`src/logic/flash_pkg.sv`:
```
// shared opcodes, address fields, timing and state types for the sequencer
`default_nettype none
package flash_pkg;
   localparam logic [7:0] OP_SECPROG = 8'h42;
   localparam logic [7:0] OP_PP      = 8'h02;
   localparam logic [7:0] OP_PP_ALT  = 8'hF2;
   localparam logic [7:0] OP_QPP     = 8'h32;
   localparam logic [7:0] OP_SE      = 8'h20;
   localparam logic [7:0] OP_RSTEN   = 8'h66;
   localparam logic [7:0] OP_RST     = 8'h99;
   localparam logic [7:0] OP_WREN    = 8'h06;

   localparam int          ADDR_W     = 24;
   localparam int          BYTE_W     = 8;
   localparam int          BUF_W      = ADDR_W + BYTE_W;
   localparam int          SEC_HI_LSB = 16;
   localparam int          SEC_SEL_LSB = 12;
   localparam int          SEC_MID_LSB = 8;
   localparam int          BLK_LSB    = 16;
   localparam int          BP_DIR_BIT = 4;
   localparam logic [2:0]  HDR_BYTES  = 3'h4;
   localparam logic [2:0]  DATA_SEEN  = 3'h5;
   localparam logic [2:0]  CMD_SEEN   = 3'h1;
   localparam logic [2:0]  BP_ALL     = 3'h7;
   localparam logic [2:0]  STEP_ONE   = 3'h1;
   localparam logic [2:0]  STEP_QUAD  = 3'h4;
   localparam logic [1:0]  SEC_FIRST  = 2'h1;
   localparam logic [1:0]  SEC_LAST   = 2'h3;

   localparam logic [31:0] CLK_PERIOD_NS = 32'h0000_0032;
   localparam logic [31:0] RST_TIME_NS   = 32'h0000_7530;
   localparam logic [31:0] RST_CYC =
      (RST_TIME_NS + CLK_PERIOD_NS - 32'h1) / CLK_PERIOD_NS;

   typedef enum logic [1:0] {
      KIND_PROG  = 2'h0,
      KIND_SEC   = 2'h1,
      KIND_ERASE = 2'h2
   } kind_e;

   typedef enum logic [1:0] {
      ST_IDLE  = 2'h0,
      ST_DRAIN = 2'h1,
      ST_BUSY  = 2'h2,
      ST_RST   = 2'h3
   } state_e;

   function automatic logic is_prog(input logic [7:0] cmd);
      is_prog = (cmd == OP_PP) || (cmd == OP_PP_ALT) ||
                (cmd == OP_QPP) || (cmd == OP_SECPROG);
   endfunction : is_prog

   // level n of 1 to 6 protects 2**(n-1) 64 kbyte blocks at top, or bottom if dir set; level 7 protects all
   function automatic logic is_protected(input logic [ADDR_W-1:0] addr,
                                         input logic [4:0]        bp);
      logic [2:0] lvl;
      logic [8:0] n;
      logic [8:0] blk;
      lvl = bp[2:0];
      blk = {1'b0, addr[BLK_LSB +: 8]};
      n   = 9'h001 << (lvl - 3'h1);
      if (lvl == 3'h0)
         is_protected = 1'b0;
      else if (lvl == BP_ALL)
         is_protected = 1'b1;
      else if (bp[BP_DIR_BIT])
         is_protected = blk < n;
      else
         is_protected = blk >= (9'h100 - n);
   endfunction : is_protected
endpackage : flash_pkg
`default_nettype wire

```
`src/logic/stream_if.sv`:
```
// valid/ready word stream between the sequencer and its buffer
`default_nettype none
interface stream_if #(parameter int W = 32);
   logic         valid;
   logic         ready;
   logic [W-1:0] data;
   modport src (output valid, output data, input ready);
   modport snk (input valid, input data, output ready);
endinterface : stream_if
`default_nettype wire

```
`src/logic/byte_fifo.sv`:
```
// word fifo with registered read data
`default_nettype none
module byte_fifo #(
   parameter int W     = 32,
   parameter int DEPTH = 32
) (
   input  wire logic clk,
   input  wire logic rst_n,
   stream_if.snk     fill,
   stream_if.src     drain,
   output var  logic empty
);
   localparam int AW = $clog2(DEPTH);

   if (DEPTH < 2 || (DEPTH & (DEPTH - 1)) != 0) begin : g_bad_depth
      $error("fifo depth must be a power of two, at least 2");
   end

   logic [W-1:0]  mem_q [DEPTH];
   logic [AW-1:0] wp_q, rp_q;
   logic [AW:0]   cnt_q;
   logic          out_v_q;
   logic [W-1:0]  out_d_q;

   wire push = fill.valid && fill.ready;
   wire pop  = (cnt_q != '0) && (!out_v_q || drain.ready);

   assign fill.ready  = cnt_q != (AW+1)'(DEPTH);
   assign drain.valid = out_v_q;
   assign drain.data  = out_d_q;
   assign empty       = (cnt_q == '0) && !out_v_q;

   always_ff @(posedge clk) begin
      if (push)
         mem_q[wp_q] <= fill.data;
   end

   always_ff @(posedge clk or negedge rst_n) begin
      if (!rst_n) begin
         wp_q    <= '0;
         rp_q    <= '0;
         cnt_q   <= '0;
         out_v_q <= 1'b0;
         out_d_q <= '0;
      end else begin
         wp_q  <= push ? wp_q + AW'(1) : wp_q;
         rp_q  <= pop ? rp_q + AW'(1) : rp_q;
         cnt_q <= cnt_q + (AW+1)'(push) - (AW+1)'(pop);
         if (pop) begin
            out_v_q <= 1'b1;
            out_d_q <= mem_q[rp_q];
         end else if (drain.ready)
            out_v_q <= 1'b0;
      end
   end
endmodule : byte_fifo
`default_nettype wire

```
`src/logic/flash_seq.sv`:
```
// serial flash program, erase and software reset sequencer
// Function
// security program is 42h, three address bytes, 1 to 256 data bytes.
// host must set write enable first; without it nothing executes.
// security address: high byte 00h, nibble 1 to 3, next nibble 0.
// select rise starts timed cycle; busy flag held; write enable cleared.
// a set security lock bit makes programs to that register ignored.
// reset needs 66h then 99h directly; anything else cancels enable.
// accepted reset aborts work and clears volatile state and write enable.
// reset takes about 30 us and accepts no command meanwhile.
// host should check busy and suspend before resetting.
// page program is 02h or F2h, address, data, select held low.
// data past page end wraps to the page start.
// over 256 bytes, only the last 256 are programmed.
// under 256 bytes, other page bytes stay unchanged.
// program runs only if select rises on a whole byte.
// select rise after a valid program starts the program cycle.
// no page program into a page under block protection.
// quad program is 32h on four lines, only with quad enable.
// sector erase is 20h plus address; runs the erase cycle.
// erase runs only if select rises right after the address.
// no sector erase into a protected sector.
// bits are taken on the serial clock rising edge.
// while busy, program, erase and reset commands are ignored.
`default_nettype none
module flash_seq
   import flash_pkg::*;
#(
   parameter int          FIFO_DEPTH    = 32,
   parameter logic [31:0] PROG_TIME_US  = 32'h0000_03E8,
   parameter logic [31:0] ERASE_TIME_US = 32'h0001_86A0
) (
   input  wire logic              CLK_SYS,
   input  wire logic              RST_N,
   input  wire logic              CS_N,
   input  wire logic              SCK,
   input  wire logic [3:0]        IO_IN,
   input  wire logic              QUAD_EN,
   input  wire logic [4:0]        BP_BITS,
   input  wire logic [2:0]        LOCK_BITS,
   input  wire logic              BUF_READY,
   output var  logic              WRITE_IN_PROGRESS,
   output var  logic              WRITE_ENABLE_LATCH,
   output var  logic              RESET_BUSY,
   output var  logic              CLR_VOLATILE,
   output var  logic              OP_GO,
   output var  logic [1:0]        OP_KIND,
   output var  logic [ADDR_W-1:0] OP_ADDR,
   output var  logic              OP_CANCEL,
   output var  logic              OVERRUN,
   output var  logic              BUF_VALID,
   output var  logic [ADDR_W-1:0] BUF_ADDR,
   output var  logic [BYTE_W-1:0] BUF_DATA
);
   localparam logic [31:0] US_NS     = 32'h0000_03E8;
   localparam logic [31:0] PROG_CYC  = PROG_TIME_US * US_NS / CLK_PERIOD_NS;
   localparam logic [31:0] ERASE_CYC = ERASE_TIME_US * US_NS / CLK_PERIOD_NS;

   if (PROG_CYC == 32'h0 || ERASE_CYC == 32'h0) begin : g_bad_time
      $error("cycle times must be at least one clock");
   end

   // pins cross into CLK_SYS through two flops before any use
   logic       cs_s1_q, cs_s2_q, cs_s3_q;
   logic       sck_s1_q, sck_s2_q, sck_s3_q;
   logic [3:0] io_s1_q, io_s2_q;

   always_ff @(posedge CLK_SYS or negedge RST_N) begin
      if (!RST_N) begin
         {cs_s1_q, cs_s2_q, cs_s3_q}    <= 3'h7;
         {sck_s1_q, sck_s2_q, sck_s3_q} <= 3'h0;
         io_s1_q <= 4'h0;
         io_s2_q <= 4'h0;
      end else begin
         {cs_s1_q, cs_s2_q, cs_s3_q}    <= {CS_N, cs_s1_q, cs_s2_q};
         {sck_s1_q, sck_s2_q, sck_s3_q} <= {SCK, sck_s1_q, sck_s2_q};
         io_s1_q <= IO_IN;
         io_s2_q <= io_s1_q;
      end
   end

   state_e             st_q, st_d;
   logic [7:0]         sh_q, cmd_q, off_q;
   logic [2:0]         bit_q, byte_q;
   logic [ADDR_W-1:0]  addr_q;
   logic               pushed_q, rst_en_q;
   logic [31:0]        cnt_q;
   logic               empty;

   stream_if #(.W(BUF_W)) fill_s ();
   stream_if #(.W(BUF_W)) drain_s ();

   // shift and byte framing
   wire       sck_rise  = sck_s2_q && !sck_s3_q && !cs_s2_q;
   wire       cs_rise   = cs_s2_q && !cs_s3_q;
   wire       quad_ph   = (byte_q != 3'h0) && (cmd_q == OP_QPP);
   wire [2:0] bit_nxt   = bit_q + (quad_ph ? STEP_QUAD : STEP_ONE);
   wire [7:0] sh_nxt    = quad_ph ? {sh_q[3:0], io_s2_q}
                                  : {sh_q[6:0], io_s2_q[0]};
   wire       byte_done = sck_rise && (bit_nxt == 3'h0);
   wire       in_data   = byte_q >= HDR_BYTES;

   // admission checks, evaluated once the address is known
   wire [1:0] sec_sel = addr_q[SEC_SEL_LSB +: 2];
   wire       sec_ok  = (addr_q[SEC_HI_LSB +: 8] == 8'h00)
                     && (addr_q[SEC_SEL_LSB + 2 +: 2] == 2'h0)
                     && (sec_sel >= SEC_FIRST) && (sec_sel <= SEC_LAST)
                     && (addr_q[SEC_MID_LSB +: 4] == 4'h0)
                     && !LOCK_BITS[sec_sel - SEC_FIRST];
   wire       prot    = is_protected(addr_q, BP_BITS);
   wire       area_ok = (cmd_q == OP_SECPROG) ? sec_ok : !prot;
   wire       gate_ok = (st_q == ST_IDLE) && WRITE_ENABLE_LATCH && area_ok
                     && ((cmd_q != OP_QPP) || QUAD_EN);
   wire       push_try = byte_done && in_data && is_prog(cmd_q) && gate_ok;

   assign fill_s.valid = push_try;
   // offset wraps in 8 bits, so later bytes overwrite earlier ones
   assign fill_s.data  = {addr_q[ADDR_W-1:8], addr_q[7:0] + off_q, sh_nxt};
   assign drain_s.ready = BUF_READY;

   wire on_byte   = bit_q == 3'h0;
   wire prog_ok   = cs_rise && is_prog(cmd_q) && byte_q == DATA_SEEN
                 && on_byte && gate_ok;
   wire erase_ok  = cs_rise && (cmd_q == OP_SE) && byte_q == HDR_BYTES
                 && on_byte && gate_ok;
   wire cmd_only  = cs_rise && byte_q == CMD_SEEN && on_byte
                 && (st_q == ST_IDLE);
   wire rst_go    = cmd_only && (cmd_q == OP_RST) && rst_en_q;
   wire any_cmd   = cs_rise && (byte_q != 3'h0) && (st_q == ST_IDLE);
   wire drain_end = (st_q == ST_DRAIN) && empty;
   wire go        = drain_end || erase_ok;
   wire cyc_end   = cnt_q == 32'h1;

   always_comb begin
      st_d = st_q;
      unique case (st_q)
         ST_IDLE: begin
            if (rst_go)
               st_d = ST_RST;
            else if (prog_ok)
               st_d = ST_DRAIN;
            else if (erase_ok)
               st_d = ST_BUSY;
         end
         ST_DRAIN: begin
            if (empty)
               st_d = ST_BUSY;
         end
         ST_BUSY: begin
            if (cyc_end)
               st_d = ST_IDLE;
         end
         ST_RST: begin
            if (cyc_end)
               st_d = ST_IDLE;
         end
      endcase
   end

   always_ff @(posedge CLK_SYS or negedge RST_N) begin
      if (!RST_N) begin
         sh_q   <= 8'h00;
         bit_q  <= 3'h0;
         byte_q <= 3'h0;
         cmd_q  <= 8'h00;
         addr_q <= '0;
         off_q  <= 8'h00;
      end else if (cs_s2_q) begin
         bit_q  <= 3'h0;
         byte_q <= 3'h0;
         off_q  <= 8'h00;
      end else if (sck_rise) begin
         sh_q  <= sh_nxt;
         bit_q <= bit_nxt;
         if (byte_done) begin
            byte_q <= (byte_q == DATA_SEEN) ? byte_q : byte_q + 3'h1;
            if (byte_q == 3'h0)
               cmd_q <= sh_nxt;
            else if (!in_data)
               addr_q <= {addr_q[ADDR_W-9:0], sh_nxt};
            else
               off_q <= off_q + 8'h01;
         end
      end
   end

   // a full buffer drops the byte; drain stalls the cycle start instead
   always_ff @(posedge CLK_SYS or negedge RST_N) begin
      if (!RST_N) begin
         pushed_q <= 1'b0;
         OVERRUN  <= 1'b0;
      end else begin
         pushed_q <= !cs_s2_q && (pushed_q || push_try);
         OVERRUN  <= (OVERRUN && !rst_go) || (push_try && !fill_s.ready);
      end
   end

   always_ff @(posedge CLK_SYS or negedge RST_N) begin
      if (!RST_N)
         rst_en_q <= 1'b0;
      else if (any_cmd)
         rst_en_q <= cmd_only && (cmd_q == OP_RSTEN);
   end

   always_ff @(posedge CLK_SYS or negedge RST_N) begin
      if (!RST_N) begin
         st_q <= ST_IDLE;
         cnt_q <= 32'h0;
      end else begin
         st_q <= st_d;
         if (rst_go)
            cnt_q <= RST_CYC;
         else if (drain_end)
            cnt_q <= PROG_CYC;
         else if (erase_ok)
            cnt_q <= ERASE_CYC;
         else if (cnt_q != 32'h0)
            cnt_q <= cnt_q - 32'h1;
      end
   end

   always_ff @(posedge CLK_SYS or negedge RST_N) begin
      if (!RST_N) begin
         WRITE_IN_PROGRESS          <= 1'b0;
         WRITE_ENABLE_LATCH          <= 1'b0;
         RESET_BUSY   <= 1'b0;
         CLR_VOLATILE <= 1'b0;
         OP_GO        <= 1'b0;
         OP_KIND      <= KIND_PROG;
         OP_ADDR      <= '0;
         OP_CANCEL    <= 1'b0;
      end else begin
         WRITE_IN_PROGRESS          <= (st_d == ST_DRAIN) || (st_d == ST_BUSY);
         RESET_BUSY   <= st_d == ST_RST;
         CLR_VOLATILE <= rst_go;
         OP_GO        <= go;
         OP_CANCEL    <= cs_rise && pushed_q && !prog_ok;
         if (rst_go || go)
            WRITE_ENABLE_LATCH <= 1'b0;
         else if (cmd_only && cmd_q == OP_WREN)
            WRITE_ENABLE_LATCH <= 1'b1;
         if (erase_ok) begin
            OP_KIND <= KIND_ERASE;
            OP_ADDR <= addr_q;
         end else if (prog_ok) begin
            OP_KIND <= (cmd_q == OP_SECPROG) ? KIND_SEC : KIND_PROG;
            OP_ADDR <= addr_q;
         end
      end
   end

   byte_fifo #(.W(BUF_W), .DEPTH(FIFO_DEPTH)) u_fifo (
      .clk   (CLK_SYS),
      .rst_n (RST_N),
      .fill  (fill_s),
      .drain (drain_s),
      .empty (empty)
   );

   assign BUF_VALID = drain_s.valid;
   assign BUF_ADDR  = drain_s.data[BUF_W-1:BYTE_W];
   assign BUF_DATA  = drain_s.data[BYTE_W-1:0];

   // helper: length of the reset busy window
   logic [31:0] rb_len_q;
   always_ff @(posedge CLK_SYS or negedge RST_N) begin
      if (!RST_N)
         rb_len_q <= 32'h0;
      else
         rb_len_q <= RESET_BUSY ? rb_len_q + 32'h1 : 32'h0;
   end
endmodule : flash_seq
`default_nettype wire

```
`config.mk`:
```
export PLATFORM = sky130hd
export DESIGN_NAME = flash_seq
export DESIGN_NICKNAME = d
export VERILOG_FILES = /design/src/logic/flash_pkg.sv /design/src/logic/stream_if.sv /design/src/logic/byte_fifo.sv /design/src/logic/flash_seq.sv
export SDC_FILE = /design/constraint.sdc
export NUM_CORES = 1
export LEC_CHECK = 0
export ABC_AREA = 1
export BUFFER_PORTS_ARGS = -buffer_cell sky130_fd_sc_hd__buf_2
export CAP_MARGIN = 15
export CORE_UTILIZATION = 35
export CTS_BUF_LIST = sky130_fd_sc_hd__clkbuf_4
export DETAILED_ROUTE_END_ITERATION = 16
export PLACE_DENSITY = 0.47
export SKIP_CTS_REPAIR_TIMING = 1
export SLEW_MARGIN = 20
export SYNTH_ARGS = -nofsm -noshare
export SYNTH_HDL_FRONTEND = slang
export SYNTH_HIERARCHICAL = 1
export SYNTH_SLANG_ARGS = --single-unit
```
`constraint.sdc`:
```
create_clock -name CLK_SYS -period 7 [get_ports CLK_SYS]
set_clock_uncertainty 0.1 [all_clocks]
set_input_delay 0.7 -clock CLK_SYS [delete_from_list [all_inputs] [get_ports CLK_SYS]]
set_output_delay 0.7 -clock CLK_SYS [all_outputs]
set_load 0.01 [all_outputs]
```
==> results of run 1 <==
[layout by cell type (no fill, tap or decap), types with 6 or more instances in the layout]
cell           Yosys  final
nand2_2           23     24
edfxtp_1        1024   1024
nand4_1           14     14
nor4_1             8      7
xnor2_1           13     12
inv_1            543    537
nor2_4             4     35
ha_1              48     47
o21ai_0           80     77
clkinv_1           2     40
o21ai_2           10     10
nand3_1          664    664
inv_2             13     20
buf_2            111     81
dfrtp_1          182    168
clkinv_2           0     10
nand2_1         1654   1652
xor2_1            35     30
a21oi_1           96     96
dlygate4sd3_1      0     15
buf_12             2     21
nor2_2             6      6
nor3_1            20     20
nor2_1           322    291
or2_2              6      6
dfrtp_2            0     11
diode_2            0      9
buf_4             20     63
clkbuf_4           0    528
[worst min-delay path by stage]
stage | to
after CTS | OP_ADDR[23]
after global routing | pushed_q
after detailed placement | sck_s2_q
after floorplan | io_s2_q[0]
final | pushed_q
after global placement | io_s2_q[2]
[area by class of cell]
| cell class | instances | area share (%) |
|---|---|---|
| Sequential cell | 1209 | 59.4 |
| Multi-Input combinational cell | 3033 | 23.3 |
| Clock buffer | 528 | 6.65 |
| Tap cell | 1930 | 4.05 |
| Inverter | 558 | 3.55 |
| Timing Repair Buffer | 183 | 2.55 |
| Clock inverter | 53 | 0.437 |
| Antenna cell | 9 | 0.0378 |
[critical path, stage by stage, from the launching register on]
cell and delay, ns:
dfrtp_2 0.86, inv_1 0.25, ha_1 0.27, nor4_1 0.25, nand3_1 0.12, nor2_1 0.17, nor2_1 0.09, nor2_2 0.16
and2_4 0.22, nand2_1 0.06, nor2_1 0.11, nand2_1 0.25, inv_1 0.26, nand2_1 0.52, nor2_4 0.69, buf_12 0.29
[metrics by stage]
stage	hold WS, ns	worst slack (ns)	utilization (%)
after detailed placement	0.238	1.06	37.3
after global routing	0.0526	1.67	40.3
after global placement	0.233	1.02	37.3
after CTS	-0.785	1.93	40.1
after floorplan	0.231	0.0969	-
final	0.173	1.97	40.3
[state kept, by name, indices dropped and copies added, names as in the netlist, 5 cells and up]
name               count
off_q                  8
sh_q                   7
u_fifo/mem_q        1024
OP_ADDR               24
u_fifo/rp_q            5
cmd_q                  8
u_fifo/drain.data     32
cnt_q                 32
u_fifo/wp_q            5
addr_q                24
u_fifo/cnt_q           6
[cell families after synthesis]
kind of cell               Yosys count  share of synthesized area (%)
adders and majority gates           50                           1.23
buffers and inverters              793                           6.39
xor gates and xnor gates            48                          0.805
DFF                               1209                           67.7
and+or+nand+nor                   2735                           21.8
AOI/OAI and AO/OA                  200                           2.06
[power groups by stage]
stage	Sequential (mW)	Clock [mW]	Combinational, mW
final	8.20	6.42	6.25
after global routing	8.21	6.98	6.90
after CTS	8.20	6.64	6.33
after detailed placement	8.35	0	6.30
after global placement	8.35	0	6.30
after floorplan	8.24	0	4.12
[metal layers]
layer  up-vias  track usage, %  part of all wire (%)
met5         -               0                 0.010
met4         2            7.15                   2.2
met3       242            3.16                   4.9
met2       958            32.7                    47
met1     17400            27.8                    46
li1      17400               -                     -
==> key figures, run 1 <==
Drt
  – Via count: 36000
  – DRT antenna net count: 0
  – 1st-iter DRT viols: 2564
  – Post-Route WL: 153 mm
  – Drt drc: 0
  – Vias/cell: 4.80
  – Routed len/inst: 20.4 um
  – DRT Pass-1 Iters: 5

Worst setup path
  – Max FO, Critical Path: 35
  – Worst Setup Start Kind: register
  – WP data arrival: 5.78 ns
  – R2R setup slack: 1.97 ns
  – Crit end category: register
  – Crit path kind: reg2reg
  – CP Data Required Time: 7.75 ns
  – R2R cell count: 15
  – Critical R2R Capture: u_fifo/mem_q[1][16]
  – Critical Path Source: addr_q[12]
  – Worst setup path endpoint: u_fifo/mem_q[1][16]
  – Reg-to-Reg Start: addr_q[12]

Placed design
  – Routability cong.: 0.789
  – Final HPWL DP: 86.2 mm
  – I/O Buffers: 82
  – Placed cells: 6896
  – Placed Area: 55100 um^2

Power
  – Comb pwr share: 30.0%
  – Cell leakage power: 25.3 nW
  – Worst IR Drop VDD: 0.000454 V
  – Flop pwr share: 39.3%
  – Int Pwr: 13.1 mW
  – Total design power: 20.9 mW
  – Clock network fraction of total power: 30.8%
  – Net Switching: 7.78 mW
  – Switching Share: 37.3%
  – Power density over cell area: 350 nW/um^2

Hold path
  – Worst hold start: BP_BITS[4]
  – Min-Delay Path Depth: 8
  – Min-delay worst type: in2reg

Run
  – Max-cap viol count: 0

Global route
  – Gr usage total: 20.3%
  – Initial antenna violation count: 5
  – Gr ovfl total: 0
  – Vias in the first global route: 35700
  – First-pass GRT wire length: 229 mm
  – Largest net degree at the start of global routing: 217

Logic synthesis
  – Synth Flop Type: edfxtp_1
  – Share of the synthesized area in the top cell type: 58.8%
  – Synth top area cells: edfxtp_1, nand2_1, dfrtp_1
  – Yosys top cell by area: edfxtp_1
  – Post-synth EDFFs: 1024
  – Cells after synthesis: 5035
  – Synth Register Bits: 1209
  – Async S/R FF share, synth: 15.3%
  – Avg Inst Size Synth: 10.4 um^2
  – Syn Nets: 5103
  – Seq/Total Area, Yosys: 67.7%
  – Netlist cell types: 49
  – Top cells by count, synth: nand2_1, edfxtp_1, nand3_1
  – Number of synthesis warnings: 6
  – Count leader, synth: nand2_1
  – Synthesized area: 52300 um^2

Floorplan
  – Starting Density: 35.3%
  – Num ports: 84
  – Die Ht: 388 um
  – Die X: 388 um
  – Die area: 151000 um^2
  – Site Rows: 141
  – Core ar.: 148000 um^2

Cells and area
  – Fillers: 14500
  – P&R area growth vs syn: 14.1%
  – Fin area: 59600 um^2
  – Area of the multi-input gates: 13900 um^2
  – Nets@finish: 5394
  – Layout cells sized above 1: 15.2%
  – Non-filler instance count after layout: 7503
  – Register area: 35400 um^2

Clock tree
  – Max Buffers Root-to-Sink: 4
  – Root buffer cell: clkbuf_4
  – # H-tree levels: 5
  – TritonCTS clock tree: yes
  – Sinks on Clock Net: 1209
  – Num CTS Buffers: 341
  – Clk slew on worst S/H paths: 0.07 ns
  – Clock latency on the worst-skew pair: 1.21 ns

Status
  – Violated checks: max-slew violations
  – Status: finished with violations

STA
  – Final worst-path cycle share: 71.8%
  – Fmax: 0.199 GHz
  – Final setup TNS: 0 ns
  – Max-slew violations: 78
  – Final setup viols: 0
  – Max_slew headroom: -2.22%
  – Final Critical Period: 5.03 ns
  – Least-Margin Pin Slew: 1.53 ns
  – Hold Vio Cnt, Final: 0
  – Unrepaired setup endpoints after global routing: false
Power figures use the tool's default switching activity.
==> run 2: changes to the inputs <==
PLACE_DENSITY = 0.49   (was 0.47)
clock period = 4.4 ns   (was 7 ns; I/O delays follow)
==> run 2 against run 1 <==
Compared with the run above: the run now ends clean; worst hold slack lost 0.094 ns; global-route usage increased by 0.57 points; register-to-register slack worse by 1.6 ns; count of clock-buffer cells in the layout fell by 6; clock power grew 59%; critical path depth rose by 10; sequential share of layout area decreased by 1.3 points; critical path type unchanged; critical endpoint is now u_fifo/cnt_q[4]; largest power group unchanged.
==> key figures, run 2 (same netlist as run 1, synthesis figures left out) <==
Status
  – Status: finished clean

Floorplan
  – Starting Density: 35.3%
  – Die X: 388 um
  – Core ar.: 148000 um^2
  – Die area: 151000 um^2
  – Site Rows: 141
  – Die Ht: 388 um
  – Num ports: 84

Drt
  – Drt drc: 0
  – DRT Pass-1 Iters: 5
  – Vias/cell: 4.84
  – Via count: 36700
  – 1st-iter DRT viols: 2849
  – DRT antenna net count: 0
  – Routed len/inst: 20.8 um
  – Post-Route WL: 158 mm

Placed design
  – Routability cong.: 0.819
  – Final HPWL DP: 95.4 mm
  – I/O Buffers: 82
  – DP Worst Slack: -0.0249 ns
  – Placed cells: 6978

Clock tree
  – Clk slew on worst S/H paths: 0.06 ns
  – Sinks on Clock Net: 1209
  – Num CTS Buffers: 345
  – Max Buffers Root-to-Sink: 4
  – Clock latency on the worst-skew pair: 1.26 ns
  – TritonCTS clock tree: yes
  – # H-tree levels: 5
  – Root buffer cell: clkbuf_4

Worst setup path
  – Reg-to-Reg Start: byte_q[0]
  – Critical R2R Capture: u_fifo/cnt_q[4]
  – CP Data Required Time: 5.41 ns
  – R2R cell count: 25
  – Crit end category: register
  – Worst Setup Start Kind: register
  – WP data arrival: 5.08 ns
  – Max FO, Critical Path: 11
  – Crit path kind: reg2reg
  – R2R setup slack: 0.33 ns

Cells and area
  – Layout cells sized above 1: 16.3%
  – Nets@finish: 5482
  – Largest reg by FF count: u_fifo/mem_q
  – Non-filler instance count after layout: 7590
  – Commonest non-fill, non-tap cell in the layout: nand2_1
  – P&R area growth vs syn: 16.6%
  – Most frequent cells in the layout: nand2_1, edfxtp_1, nand3_1, inv_1, clkbuf_4
  – Fillers: 14400
  – Max reg flops: 1024

STA
  – Hold_ws: 0.0792 ns
  – Final Critical Period: 4.07 ns
  – PnR worst setup slack: 0.333 ns
  – Max_slew headroom: 27.5%
  – Max-slew violations: 0
  – Least-Margin Pin Slew: 1.09 ns
  – Final worst-path cycle share: 92.4%
  – Hold Vio Cnt, Final: 0
  – Fmax: 0.246 GHz
  – Unrepaired setup endpoints after global routing: false
  – Final setup viols: 0

Hold path
  – Hold EP: cnt_q[7]
  – Min-Delay Path Depth: 8
  – Min-delay worst type: in2reg
  – Worst hold start: LOCK_BITS[2]

Run
  – Max-cap viol count: 0

Global route
  – First-pass GRT wire length: 235 mm
  – Initial antenna violation count: 6
  – Gr usage total: 20.9%
  – Vias in the first global route: 36000
  – Gr ovfl total: 0
  – Largest net degree at the start of global routing: 130

Power
  – Worst IR Drop VDD: 0.000583 V
  – Cell leakage power: 25.8 nW
  – Power density over cell area: 555 nW/um^2
==> run 2: cell types whose count changed in the layout (fill, tap and decap cells not counted), sizes merged <==
cell,previous run,this run
buf,168,248
clkinv,50,57
clkbuf,528,522
dlygate4sd3,15,19
diode,9,12
inv,559,557
bufinv,2,3
==> run 2: report_power, final <==
group	switching, mW	internal, mW
Clock	4.69	5.53
Sequential	0.304	12.7
Combinational	7.72	2.86
==> run 2: layer usage <==
| layer | GRT usage (%) | wire (um) | share of wire [%] |
|---|---|---|---|
| met3 | 3.42 | 8240 | 5.2 |
| met4 | 6.63 | 3380 | 2.1 |
| met2 | 32.9 | 73600 | 47 |
| met1 | 29.3 | 72800 | 46 |
| met5 | 0 | 0 | 0 |
==> run 2: how the worst max path moves through the flow <==
| stage | from | to | slack (ns) | depth (start not counted) |
|---|---|---|---|---|
| final | byte_q[0] | u_fifo/cnt_q[4] | 0.33 | 25 |
| after global routing | cmd_q[3] | u_fifo/cnt_q[4] | 0.05 | 25 |
| after CTS | byte_q[0] | u_fifo/cnt_q[4] | 0.18 | 21 |
| after detailed placement | BP_BITS[2] | u_fifo/cnt_q[4] | -0.02 | 32 |
| after global placement | BP_BITS[2] | u_fifo/cnt_q[4] | -0.13 | 31 |
| after floorplan | BP_BITS[0] | u_fifo/mem_q[0][0] | -0.39 | 26 |
==> run 2: per-stage QoR <==
stage	instance area (um^2)	util [%]	setup TNS [ns]	power, mW
CTS	60700	41.0	0	34.2
global route	60900	41.1	0	35.7
finish	60900	41.2	0	33.8
detailed placement	56500	38.1	-0.0249	23.8
floorplan	52300	-	-371.92	19.7
global placement	56500	38.1	-0.130	23.8
==> run 2: final cells by class <==
type                            count  area [um^2]  area share [%]
Timing Repair Buffer              267         2770            4.55
Inverter                          558         2120            3.47
Tap cell                         1930         2410            3.96
Multi-Input combinational cell   3033        14000            22.9
Sequential cell                  1209        35400            58.1
Antenna cell                       12         30.0          0.0493
Clock buffer                      522         3920            6.43
Clock inverter                     59          304           0.499
==> run 2: critical path: stages, from the launching register on <==
cell	delay (ns)
dfrtp_1	0.37
inv_1	0.07
ha_1	0.25
nand2_1	0.12
inv_2	0.06
nor2_4	0.17
inv_2	0.13
ha_1	0.20
ha_1	0.19
xor2_1	0.19
inv_1	0.06
nand2_1	0.06
nand2_1	0.06
inv_2	0.08
nand3_2	0.12
nor2_1	0.16
nand2_1	0.14
ha_1	0.33
inv_1	0.06
ha_1	0.15
inv_1	0.05
fa_1	0.40
inv_1	0.07
a21oi_1	0.05
o21ai_1	0.14
xor2_1	0.15
